<file path="config.mk">
export PLATFORM = sky130hd
export DESIGN_NAME = wdt_top
export DESIGN_NICKNAME = d
export VERILOG_FILES = /design/src/design/wdt_pkg.sv /design/src/design/wdt_stage.sv /design/src/design/wdt_top.sv
export VERILOG_INCLUDE_DIRS = /design/src /design/src/design
export SDC_FILE = /design/constraint.sdc
export NUM_CORES = 1
export LEC_CHECK = 0
export BUFFER_PORTS_ARGS = -buffer_cell sky130_fd_sc_hd__buf_2
export CAP_MARGIN = 40
export CORE_ASPECT_RATIO = 0.9
export CORE_MARGIN = 3
export CORE_UTILIZATION = 59
export CTS_CLUSTER_SIZE = 10
export DETAILED_ROUTE_END_ITERATION = 10
export PLACE_DENSITY = 0.84
export SYNTH_ARGS = -nofsm -noshare
export SYNTH_HDL_FRONTEND = slang
export SYNTH_HIERARCHICAL = 1
export SYNTH_SLANG_ARGS = --single-unit
</file>
<file path="constraint.sdc">
create_clock -name ref_clk -period 5.3 [get_ports ref_clk]
set_input_delay 0.795 -clock ref_clk [delete_from_list [all_inputs] [get_ports ref_clk]]
set_output_delay 0.795 -clock ref_clk [all_outputs]
set_load 0.02 [all_outputs]
</file>
<file path="src/design/wdt_cfg.svh">
`ifndef WDT_CFG_SVH
`define WDT_CFG_SVH

`define WDT_OFS_CTRL 12'h000
`define WDT_OFS_RELOAD 12'h004
`define WDT_OFS_WINDOW 12'h008
`define WDT_OFS_SERVICE 12'h00c
`define WDT_OFS_STATUS 12'h010
`define WDT_OFS_COUNT 12'h014

`define WDT_CTRL_EN 0
`define WDT_CTRL_SLOW 1
`define WDT_CTRL_DBG_RUN 2

`define WDT_SERVICE_KEY 8'ha5
`define WDT_CTRL_RST 3'h0
`define WDT_RELOAD_RST 8'h00
`define WDT_WINDOW_RST 8'h00

`define WDT_DIV_FAST 7'h01
`define WDT_DIV_SLOW 7'h7f
// prewarning lasts this long before the system reset is asserted
`define WDT_PREWARN_NS 12800
`define WDT_CLK_NS 50
`define WDT_PREWARN_CYC (`WDT_PREWARN_NS / `WDT_CLK_NS)
`endif

</file>
<file path="src/design/wdt_pkg.sv">
package wdt_pkg;
  typedef enum logic [2:0] {
    WDT_RUN = 3'b001,
    WDT_WARN = 3'b010,
    WDT_RESET = 3'b100
  } wdt_state_type;
endpackage : wdt_pkg

</file>
<file path="src/design/wdt_stage.sv">
module wdt_stage (
  input wire logic ref_clk,
  input wire logic nrst,
  input wire logic inc,
  input wire logic load,
  input wire logic [7:0] load_val,
  output logic [7:0] cnt_q,
  output logic carry
);
  assign carry = inc && (cnt_q == 8'hff);

  always_ff @(posedge ref_clk or negedge nrst) begin
    if (!nrst) begin
      cnt_q <= 8'h00;
    end else if (load) begin
      cnt_q <= load_val;
    end else if (inc) begin
      cnt_q <= cnt_q + 8'h01;
    end
  end
endmodule : wdt_stage

</file>
<file path="src/design/wdt_top.sv">
// Implementation choices: the placing of the registers and register access over APB.
`include "wdt_cfg.svh"

module wdt_top
  import wdt_pkg::*;
(
  input wire logic ref_clk,
  input wire logic nrst,
  input wire logic psel,
  input wire logic penable,
  input wire logic pwrite,
  input wire logic [11:0] paddr,
  input wire logic [31:0] pwdata,
  output logic [31:0] prdata,
  output logic pready,
  output logic pslverr,
  input wire logic debug_mode,
  output logic nmi,
  output logic prewarn,
  output logic sys_reset
);
  logic [2:0] ctrl_q;
  logic [7:0] reload_q;
  logic [7:0] window_q;
  logic [6:0] div_q;
  logic [1:0] dbg_sync_q;
  logic [31:0] prdata_q;
  logic [15:0] warn_cnt_q;
  logic timeout_q;
  logic early_q;
  wdt_state_type state_q;
  logic wr, rd, service, tick, low_carry, hi_carry, counting, timeout_ev;
  logic [7:0] low_cnt, high_cnt;
  logic [6:0] div_max;

  assign wr = psel && penable && pwrite;
  assign rd = psel && penable && !pwrite;
  assign pready = 1'b1;
  assign prdata = prdata_q;
  assign service = wr && (paddr == `WDT_OFS_SERVICE) && (pwdata[7:0] == `WDT_SERVICE_KEY);

  // unmapped addresses answer with an error; nothing is stored
  always_comb begin
    if (!(psel && penable)) begin
      pslverr = 1'b0;
    end else if (paddr == `WDT_OFS_CTRL || paddr == `WDT_OFS_RELOAD || paddr == `WDT_OFS_WINDOW) begin
      pslverr = 1'b0;
    end else if (paddr == `WDT_OFS_SERVICE || paddr == `WDT_OFS_STATUS || paddr == `WDT_OFS_COUNT) begin
      pslverr = 1'b0;
    end else begin
      pslverr = 1'b1;
    end
  end

  always_ff @(posedge ref_clk or negedge nrst) begin
    if (!nrst) begin
      ctrl_q <= `WDT_CTRL_RST;
      reload_q <= `WDT_RELOAD_RST;
      window_q <= `WDT_WINDOW_RST;
    end else if (wr) begin
      if (paddr == `WDT_OFS_CTRL) begin
        ctrl_q <= pwdata[2:0];
      end else if (paddr == `WDT_OFS_RELOAD) begin
        reload_q <= pwdata[7:0];
      end else if (paddr == `WDT_OFS_WINDOW) begin
        window_q <= pwdata[7:0];
      end
    end
  end

  always_ff @(posedge ref_clk or negedge nrst) begin
    if (!nrst) begin
      prdata_q <= 32'h0000_0000;
    end else if (psel && !penable && !pwrite) begin
      if (paddr == `WDT_OFS_CTRL) begin
        prdata_q <= {29'h0, ctrl_q};
      end else if (paddr == `WDT_OFS_RELOAD) begin
        prdata_q <= {24'h0, reload_q};
      end else if (paddr == `WDT_OFS_WINDOW) begin
        prdata_q <= {24'h0, window_q};
      end else if (paddr == `WDT_OFS_STATUS) begin
        prdata_q <= {27'h0, state_q, early_q, timeout_q};
      end else if (paddr == `WDT_OFS_COUNT) begin
        prdata_q <= {16'h0, high_cnt, low_cnt};
      end else begin
        prdata_q <= 32'h0000_0000;
      end
    end
  end

  // debug level comes from the cpu's debug logic, so it is synchronised
  always_ff @(posedge ref_clk or negedge nrst) begin
    if (!nrst) begin
      dbg_sync_q <= 2'b00;
    end else begin
      dbg_sync_q <= {dbg_sync_q[0], debug_mode};
    end
  end

  assign counting = ctrl_q[`WDT_CTRL_EN] && (state_q == WDT_RUN)
                    && !(dbg_sync_q[1] && !ctrl_q[`WDT_CTRL_DBG_RUN]);
  assign div_max = ctrl_q[`WDT_CTRL_SLOW] ? `WDT_DIV_SLOW : `WDT_DIV_FAST;
  assign tick = counting && (div_q >= div_max);

  // prescaler restarts on service so each interval starts from a clean edge
  always_ff @(posedge ref_clk or negedge nrst) begin
    if (!nrst) begin
      div_q <= 7'h00;
    end else if (service || tick) begin
      div_q <= 7'h00;
    end else if (counting) begin
      div_q <= div_q + 7'h01;
    end
  end

  wdt_stage u_low (
    .ref_clk(ref_clk),
    .nrst(nrst),
    .inc(tick),
    .load(service),
    .load_val(8'h00),
    .cnt_q(low_cnt),
    .carry(low_carry)
  );

  wdt_stage u_high (
    .ref_clk(ref_clk),
    .nrst(nrst),
    .inc(low_carry),
    .load(service),
    .load_val(reload_q),
    .cnt_q(high_cnt),
    .carry(hi_carry)
  );

  // early service inside an enabled run is treated like an expiry, except that early_q is set in the status
  assign timeout_ev = (state_q == WDT_RUN) && ctrl_q[`WDT_CTRL_EN]
                      && (hi_carry || (service && (high_cnt < window_q)));

  always_ff @(posedge ref_clk or negedge nrst) begin
    if (!nrst) begin
      timeout_q <= 1'b0;
      early_q <= 1'b0;
    end else if (timeout_ev) begin
      timeout_q <= 1'b1;
      early_q <= !hi_carry;
    end
  end

  // once expired, software cannot stop the reset: only nrst ends it
  always_ff @(posedge ref_clk or negedge nrst) begin
    if (!nrst) begin
      state_q <= WDT_RUN;
      warn_cnt_q <= 16'h0000;
    end else begin
      case (state_q)
        WDT_RUN: begin
          warn_cnt_q <= 16'h0000;
          if (timeout_ev) begin
            state_q <= WDT_WARN;
          end
        end
        WDT_WARN: begin
          warn_cnt_q <= warn_cnt_q + 16'h0001;
          if (warn_cnt_q == 16'(`WDT_PREWARN_CYC - 1)) begin
            state_q <= WDT_RESET;
          end
        end
        WDT_RESET: begin
          state_q <= WDT_RESET;
        end
        default: begin
          state_q <= WDT_RUN;
        end
      endcase
    end
  end

  always_ff @(posedge ref_clk or negedge nrst) begin
    if (!nrst) begin
      nmi <= 1'b0;
      prewarn <= 1'b0;
      sys_reset <= 1'b0;
    end else begin
      nmi <= (state_q == WDT_RUN) ? timeout_ev : nmi;
      prewarn <= timeout_ev || (state_q != WDT_RUN);
      sys_reset <= (state_q == WDT_RESET);
    end
  end
endmodule : wdt_top

</file>
Word-level counts from Yosys, hierarchy flattened
Index checks and enable logic that the tools add are counted.
- register bits: 100
- input port bits: 50
- output and inout bits: 37
- logic and storage cells: 92
- add/subtract/negate cells: 4
- order comparisons: 2
- equal/unequal tests: 15
- muxes and demuxes: 19
- bitwise logic cells: 2
- reduce and logical (&&, ||, !) cells: 35
- operators with widths (cell ; count):
    $mux W16 ; 5
    $mux W8 ; 4
    $pmux W16 S2 ; 1
    $eq A12 B4 Y1 const B ; 2
    $eq A12 B5 Y1 const B ; 2
    $eq A8 B8 Y1 const B ; 3
    $mux W7 ; 3
    $add A16 B1 Y16 const B ; 1
    $add A8 B1 Y8 const B ; 2
    $eq A16 B8 Y1 const B ; 1
    $logic_and A1 B1 Y1 ; 14
    $eq A12 B3 Y1 const B ; 1
    $logic_not A12 Y1 ; 1
    $pmux W3 S3 ; 1
    $lt A8 B8 Y1 ; 1
    $reduce_bool A2 Y1 ; 4
    $add A7 B1 Y7 const B ; 1
    $ge A7 B7 Y1 ; 1
    $logic_or A1 B1 Y1 ; 7
    $mux W3 ; 2
    $logic_not A1 Y1 ; 5
    $ne A2 B2 Y1 const B ; 2
    $reduce_and A2 Y1 ; 2
    $reduce_and A4 Y1 ; 1
    other kinds (7) ; 10

Logic depth before layout (Yosys ltp)
Gate-level depths: netlist of run 1.
- word-level depth: 11
- mapped depth: 16
- gate-level depth less buffers: 13

By module
Netlist of run 1, hierarchy kept.
- by module, submodules not included (module ; times used ; cells an instance ; area each (µm²) ; sequential area each (µm²)):
    wdt_top ; 1 ; 356 ; 3651.0 ; 1702.9
    wdt_stage ; 2 ; 51 ; 462.9 ; 200.2

Worst setup path after synthesis of run 1
No wires, ideal clock.
- path type: flip-flop to flip-flop
- from: register state_q[0]
- to: register state_q[0]
- library setup time: 0.079 ns
- arrival: 2.960 ns
- required time: 5.221 ns
- slack: 2.261 ns
- stages on the path, launching flop included: 14
- path buffers: 3
- clock period less this slack: 3.039 ns
- path through: dfstp_2 -> nor3b_1 -> and3_1 -> nor2b_1 -> clkbuf_1 -> buf_4 -> nand4_4 -> nor3_1 -> buf_4 -> nand4_4 -> nor3_1 -> and3_1 -> a31oi_1 -> a22o_1
- cells in the longest elaborated chain, start to end: 10
- elaborated cells between the ends (all ways): 14
- those cells by class: 5 x eq/ne; 1 x mux; 8 x reduce/logical
- RTL lines (element ; RTL line ; RTL):
    start: declaration ; wdt_top.sv:31 ; wdt_state_type state_q;
    start signal: assignment ; wdt_top.sv:153 ; state_q <= WDT_RUN;
    start signal: assignment ; wdt_top.sv:160 ; state_q <= WDT_WARN;
    start signal: assignment ; wdt_top.sv:166 ; state_q <= WDT_RESET;
    $eq A3 B1 Y1 ; wdt_top.sv:100 ; assign counting = ctrl_q[`WDT_CTRL_EN] && (state_q == WDT_RUN)
    $logic_and A1 B1 Y1 (2 in a row) ; wdt_top.sv:100 ;
    $logic_and A1 B1 Y1 ; wdt_top.sv:103 ; assign tick = counting && (div_q >= div_max);
    net tick ; wdt_top.sv:32 ; logic wr, rd, service, tick, low_carry, hi_carry, counting, timeout_ev;
    $logic_and A1 B1 Y1 ; wdt_stage.sv:10 ; assign carry = inc && (cnt_q == 8'hff);
    net low_carry ; wdt_top.sv:32 ;
    $logic_and A1 B1 Y1 ; wdt_stage.sv:10 ;
    net hi_carry ; wdt_top.sv:32 ;
    $logic_or A1 B1 Y1 ; wdt_top.sv:138 ; && (hi_carry || (service && (high_cnt < window_q)));
    $logic_and A1 B1 Y1 ; wdt_top.sv:137 ; assign timeout_ev = (state_q == WDT_RUN) && ctrl_q[`WDT_CTRL_EN]
    $ne A2 B2 Y1 (no source line) ; -- ;
    $reduce_and A2 Y1 (no source line) ; -- ;
The timed path passes the listed nets, and every way through them passes these cells.
A chain may end at the register's enable or synchronous reset.

Final worst setup path of run 1
- from: register state_q[0]
- to: register state_q[0]
- cells in the longest elaborated chain, start to end: 10
- elaborated cells between the ends (all ways): 14
- those cells by class: 5 x eq/ne; 1 x mux; 8 x reduce/logical
- RTL lines (element ; RTL line):
    $eq A3 B1 Y1 ; wdt_top.sv:100
    $logic_and A1 B1 Y1 (2 in a row) ; wdt_top.sv:100
    $logic_and A1 B1 Y1 ; wdt_top.sv:103
    $logic_and A1 B1 Y1 ; wdt_stage.sv:10
    net low_carry ; wdt_top.sv:32
    $logic_and A1 B1 Y1 ; wdt_stage.sv:10
    net hi_carry ; wdt_top.sv:32
    $logic_or A1 B1 Y1 ; wdt_top.sv:138
    $logic_and A1 B1 Y1 ; wdt_top.sv:137
    $ne A2 B2 Y1 (no source line) ; --
    $reduce_and A2 Y1 (no source line) ; --
The timed path passes the listed nets, and every way through them passes these cells.

==> results of run 1 <==
flip-flops by register name, summed over array words and instances, names as in the netlist:
signal / cells
div_q: 7
early_q: 1
reload_q: 8
timeout_q: 1
warn_cnt_q: 16
prdata: 16
prewarn: 1
ctrl_q: 3
nmi: 1
state_q: 3
u_high/cnt_q: 8
dbg_sync_q: 2
u_low/cnt_q: 8
sys_reset: 1
window_q: 8
synth_stat cells, types with 11 or more instances:
master	n	area, um2
a21oi_1	12	60.06
buf_4	23	172.7
dfrtp_1	83	2077
ha_1	17	212.7
mux2_2	18	202.7
nand2_1	54	202.7
nand3_1	22	110.1
nand4_1	14	87.58
nor2_1	25	93.84
nor2b_1	11	68.82
o21ai_0	36	180.2
final timing paths:
kind | startpoint | cells after the start | end | slack, ns
max | state_q[0]$_DFFE_PN1P_ | 12 | state_q[0]$_DFFE_PN1P_ | 1.96
min | dbg_sync_q[0]$_DFF_PN0_ | 0 | dbg_sync_q[1]$_DFF_PN0_ | 0.35
max reg2reg | state_q[0]$_DFFE_PN1P_ | 12 | state_q[0]$_DFFE_PN1P_ | 1.96
min reg2reg | dbg_sync_q[0]$_DFF_PN0_ | 0 | dbg_sync_q[1]$_DFF_PN0_ | 0.35
max in group asynchronous | nrst | 2 | warn_cnt_q[13]$_DFFE_PN0P_ | 4.32
min in group asynchronous | nrst | 1 | u_low/cnt_q[3]$_DFFE_PN0P_ | 0.40
power by group through the flow:
stage               sequential, uW  combinational (uW)  clock, uW
finish                         648                68.4        460
CTS                            648                68.2        472
global placement               661                64.0          0
detailed placement             661                68.0          0
global route                   649                76.0        502
floorplan                      665                36.7          0
cell families (layout without fill, tap and decap cells):
family | after synthesis | in the layout | share of synthesized area (%)
DFF | 84 | 84 | 45.95
xor gates and xnor gates | 10 | 10 | 1.914
and+or+nand+nor | 185 | 185 | 22.83
adders and majority gates | 17 | 17 | 4.647
muxes | 28 | 28 | 6.616
other | 2 | 25 | 0.1641
buffers and inverters | 45 | 76 | 5.823
AOI/OAI and AO/OA | 87 | 87 | 12.06
layout by cell type, fill, tap and decap left out, types with 4 or more instances in the layout:
cell,count
o21ai_0,36
and3_1,9
a22o_1,10
nor2_1,25
o31ai_1,5
ha_1,17
a21oi_1,12
and4_1,4
inv_1,9
nor4_1,6
buf_4,5
nor2b_1,11
mux2i_1,10
dfrtp_1,83
xor2_1,8
nand3_1,22
or4_1,7
mux2_2,18
nand2_1,54
conb_1,25
nor3_1,7
nand2b_1,5
buf_2,45
clkbuf_8,9
nand4_1,14
a31oi_1,7
metrics by stage:
step | hold slack (ns) | setup slack [ns] | total power [uW] | instances
floorplan | 0.3312 | 2.261 | 701.2 | 481
global placement | 0.3369 | 2.137 | 724.8 | 587
detailed placement | 0.3417 | 2.027 | 728.8 | 589
CTS | 0.3602 | 1.986 | 1188 | 605
global route | 0.3631 | 1.659 | 1227 | 605
finish | 0.3550 | 1.964 | 1177 | 605
layout make-up:
class	instances	share of cell area, %
clock inverters	6	1.416
repair buffers	51	5.764
multi-input cells	352	45.54
flip-flops and latches	84	41.76
well taps	93	2.311
clock buffers	10	2.534
inverters	9	0.6708
per-layer routing:
| metal | part of all wire (%) | vias up |
|---|---|---|
| li1 | - | 1739 |
| met1 | 44 | 1765 |
| met2 | 47 | 141 |
| met3 | 7.5 | 24 |
| met4 | 1.9 | 0 |
| met5 | 0 | - |
==> flow_metrics.env, run 1 <==
export IMPL_multiInputGateArea_um2=2293
export IMPL_antenna_cells=0
export IMPL_first_pass_iters=5
export IMPL_p_sw_uw=291.7
export IMPL_worst_ir_drop_vdd_v=0.0001593
export IMPL_drtIter0Drc=304
export IMPL_yosys_register_bits=84
export IMPL_gp_congestion=0.9078
export IMPL_drv_cap=0
export IMPL_final_core_util_pct=69.05
export IMPL_antenna_found_initial=0
export IMPL_async_flop_share_pct=100.0
export IMPL_critPathMaxFanout=13
export IMPL_p_clk_share_pct=39.1
export IMPL_ys_types=50
export IMPL_seq_area_um2=2103
export IMPL_grtUsageTotal_pct=24.52
export IMPL_drc=0
export IMPL_finalSetupTns_ns=0
export IMPL_io_buffer_count=45
export IMPL_fin_skew_ns=0.008686
export IMPL_worst_pin_slew_ns=0.7974
export IMPL_period_share_pct=62.94
export IMPL_clkLatencyLatePin_ns=0.36
export IMPL_grt_max_degree=47
export IMPL_post_cts_buffers=0
export IMPL_synth_edff_count=0
export IMPL_final_net_count=574
export IMPL_synth_seq_area_share_pct=45.95
export IMPL_met2_usage_pct=39.51
export IMPL_cts_root_buf="clkbuf_8"
export IMPL_drive_gt1_share_pct=18.95
export IMPL_routed_via_density=6.064
export IMPL_cts_tree="yes"
export IMPL_slew_limit_headroom_pct=46.73
export IMPL_num_rows=29
export IMPL_max_stage_delay_ns=0.59
export IMPL_ctsResizeCount=0
export IMPL_cts_hold_buf=0
export IMPL_synthCells=458
export IMPL_dpl_hpwl_um=7281
export IMPL_p_leak_uw=0.002236
export IMPL_top_usage_layer="met2"
export IMPL_start_util_pct=62.76
export IMPL_dpl_cell_area_um2=4837
export IMPL_worstPathCellList="nor3b_1 -> and3_1 -> nor2b_1 -> buf_4 -> nand4_4 -> nor3_1 -> buf_4 -> nand4_4 -> nor3_1 -> and3_1 -> a31oi_1 -> a22o_1"
export IMPL_path_clk_slew_ns=0.08
export IMPL_maxSlewViolCount=0
export IMPL_cts_sinks=84
export IMPL_fin_area_um2=5036
export IMPL_status="finished, final reports clean"
export IMPL_p_int_uw=884.8
export IMPL_seq_power_share_pct=55.1
export IMPL_wl_um=10020
export IMPL_cp_required_ns=5.59
export IMPL_start_kind="register"
export IMPL_n_fill_cell=566
export IMPL_grt_met1_usage_pct=32.86
export IMPL_first_global_vias=3485
export IMPL_overflow=0
export IMPL_grtUsageMet3_pct=6.240
export IMPL_num_io_pins=87
export IMPL_coreArea_um2=7293
export IMPL_grt_first_pass_wirelength_um=16990
export IMPL_syn_area_um2=4577
export IMPL_routedWlPerCell_um=16.56
export IMPL_fmax_mhz=299.8
export IMPL_design_die_area_um2=8852
export IMPL_critPathTopFamily="simple AND/OR/NAND/NOR gates"
export IMPL_finalHoldViolCount=0
export IMPL_die_y_um=89.56
export IMPL_synthFlopType="dfrtp_1"
export IMPL_endpoint_kind="register"
export IMPL_worst_endpoint_arrival_ns=3.62
export IMPL_setup_viol=0
export IMPL_vias=3669
export IMPL_cts_buffer_depth=2
export IMPL_syn_area_per_cell_um2=9.993
export IMPL_htreeDepth=3
export IMPL_setup_worst_path_class="reg -> reg"
export IMPL_combPwrFrac_pct=5.8
export IMPL_min_period_ns=3.336
export IMPL_rsz0062_at_grt="false"
export IMPL_cts_buffers=9
export IMPL_antenna_left=0
export IMPL_ys_warnings_count=6
export IMPL_critical_path_buf_inv_count=2
export IMPL_power_density_nw_per_um2=233.6
export IMPL_die_x_um=98.84
export IMPL_slowest_stage="dfstp_2"
export IMPL_area_growth_pct=10.03
export IMPL_hp_class="reg -> reg"
export IMPL_p_sw_share_pct=24.80
(Power assumes the default switching activity.)
==> run 2, diff against run 1 <==
CORE_UTILIZATION = 56   (was 59)
PLACE_DENSITY = 0.81   (was 0.84)
clock period = 3.5 ns   (was 5.3 ns; I/O delays follow)
==> run 2 against run 1 <==
Net effect: core utilization is 4.0 points lower; critical path depth is 2 higher; combinational power is 52% higher; clock power is 36% higher; fmax is 5.5% higher; sequential power is 51% higher; die area is 5.0% higher; non-clock buffer count is 2 higher; via count is 2.0% lower; cell count is 0.83% higher; routed wire length hardly changed; highest routed layer unchanged.
==> flow_metrics.env, run 2 (same netlist as run 1, synthesis figures left out) <==
export IMPL_layout_common_cells="83 x dfrtp_1, 54 x nand2_1, 44 x buf_2"
export IMPL_grt_first_pass_wirelength_um=16460
export IMPL_fin_skew_ns=0.01117
export IMPL_routed_via_density=5.893
export IMPL_drtIter0Drc=184
export IMPL_cts_root_buf="clkbuf_8"
export IMPL_p_sw_share_pct=25.28
export IMPL_period_share_pct=90.34
export IMPL_drive_gt1_share_pct=19.07
export IMPL_path_clk_slew_ns=0.08
export IMPL_rsz0062_at_grt="false"
export IMPL_p_sw_uw=432.9
export IMPL_multiInputGateArea_um2=2293
export IMPL_setup_viol=0
export IMPL_final_common_cell="dfrtp_1"
export IMPL_p_int_uw=1279
export IMPL_fmax_mhz=316.3
export IMPL_area_growth_pct=9.869
export IMPL_power_density_nw_per_um2=340.5
export IMPL_finalHoldViolCount=0
export IMPL_num_rows=30
export IMPL_cts_buffers=9
export IMPL_num_io_pins=87
export IMPL_antenna_found_initial=0
export IMPL_setup_worst_path_class="reg -> reg"
export IMPL_routedWlPerCell_um=16.41
export IMPL_wl_um=10010
export IMPL_seq_power_share_pct=57.3
export IMPL_start_util_pct=59.19
export IMPL_worst_ir_drop_vdd_v=0.0001977
export IMPL_finalSetupTns_ns=0
export IMPL_worst_endpoint_arrival_ns=3.45
export IMPL_cp_required_ns=3.79
export IMPL_gp_congestion=0.8460
export IMPL_seq_area_um2=2103
export IMPL_cts_buffer_depth=2
export IMPL_endpoint_kind="register"
export IMPL_antenna_cells=0
export IMPL_maxSlewViolCount=0
export IMPL_rrSetupSlack_ns=0.34
export IMPL_io_buffer_count=45
export IMPL_final_net_count=576
export IMPL_drc=0
export IMPL_post_cts_buffers=0
export IMPL_first_global_vias=3404
export IMPL_slew_limit_headroom_pct=54.80
export IMPL_antenna_left=0
export IMPL_die_x_um=101.3
export IMPL_worst_pin_slew_ns=0.6765
export IMPL_status="finished, final reports clean"
export IMPL_grt_max_degree=47
export IMPL_cts_sinks=84
export IMPL_cts_tree="yes"
export IMPL_p_clk_share_pct=36.6
export IMPL_start_kind="register"
export IMPL_vias=3595
export IMPL_n_fill_cell=608
export IMPL_fin_ws_ns=0.3380
export IMPL_drv_cap=0
export IMPL_min_period_ns=3.162
export IMPL_first_pass_iters=4
export IMPL_die_y_um=91.77
export IMPL_critPathMaxFanout=7
export IMPL_clkLatencyLatePin_ns=0.36
export IMPL_dpl_hpwl_um=7423
export IMPL_p_leak_uw=0.002236
export IMPL_place_ws_ns=0.3797
export IMPL_hp_class="in -> async"
export IMPL_overflow=0
export IMPL_coreArea_um2=7732
export IMPL_htreeDepth=3
export IMPL_design_die_area_um2=9295
export IMPL_ctsResizeCount=0
export IMPL_combPwrFrac_pct=6.1
export IMPL_cts_hold_buf=0
export IMPL_grtUsageTotal_pct=22.36
run 2: power groups by stage:
stage,Combinational (uW),Sequential (uW),Clock [uW]
after CTS,104,981,646
final,104,981,627
after global placement,97.1,1000,0
after detailed placement,104,1000,0
after global routing,114,982,678
after floorplan,55.6,1010,0
run 2: layout make-up:
| type | instances | share of cell area (%) |
|---|---|---|
| clock inverters | 4 | 0.4976 |
| flip-flops and latches | 84 | 41.83 |
| repair buffers | 53 | 6.121 |
| clock buffers | 12 | 2.886 |
| well taps | 96 | 2.389 |
| inverters | 9 | 0.6718 |
| multi-input cells | 352 | 45.61 |
run 2: metal layers:
metal	global-route usage (%)	up-vias	routed length (um)
li1	-	1734	-
met1	30.34	1707	4419
met2	34.97	134	4647
met3	5.779	20	742
met4	7.087	0	200
met5	0	-	0
run 2: stage by stage:
| stage | cell area (um2) | cells | hold slack [ns] | util, % | total power, uW |
|---|---|---|---|---|---|
| after global placement | 4831 | 593 | 0.3373 | 62.48 | 1098 |
| after global routing | 5029 | 610 | 0.1516 | 65.03 | 1774 |
| after floorplan | 4663 | 481 | 0.2294 | - | 1062 |
| final | 5029 | 610 | 0.1268 | 65.03 | 1712 |
| after detailed placement | 4858 | 594 | 0.3371 | 62.83 | 1104 |
| after CTS | 5029 | 610 | 0.1455 | 65.03 | 1731 |
run 2: critical path: stages, from the launching register on:
cell,delay (ns)
dfrtp_1,0.36
inv_1,0.13
ha_1,0.37
nand4_1,0.10
a21oi_1,0.12
nor2_1,0.08
nor2b_1,0.32
nand4_4,0.15
nor3_1,0.23
buf_4,0.21
nand4_4,0.13
nor3_1,0.24
and3_1,0.22
a31oi_1,0.13
a22o_1,0.31
run 2: final timing paths:
kind                                          from                         end  cells past startpoint
setup / recovery             ctrl_q[1]$_DFFE_PN0P_      state_q[0]$_DFFE_PN1P_                     14
hold / removal                                nrst  u_low/cnt_q[3]$_DFFE_PN0P_                      1
setup reg to reg             ctrl_q[1]$_DFFE_PN0P_      state_q[0]$_DFFE_PN1P_                     14
hold reg to reg            dbg_sync_q[0]$_DFF_PN0_     dbg_sync_q[1]$_DFF_PN0_                      0
max in group asynchronous                     nrst     reload_q[2]$_DFFE_PN0P_                      2
min in group ref_clk                    debug_mode     dbg_sync_q[0]$_DFF_PN0_                      1
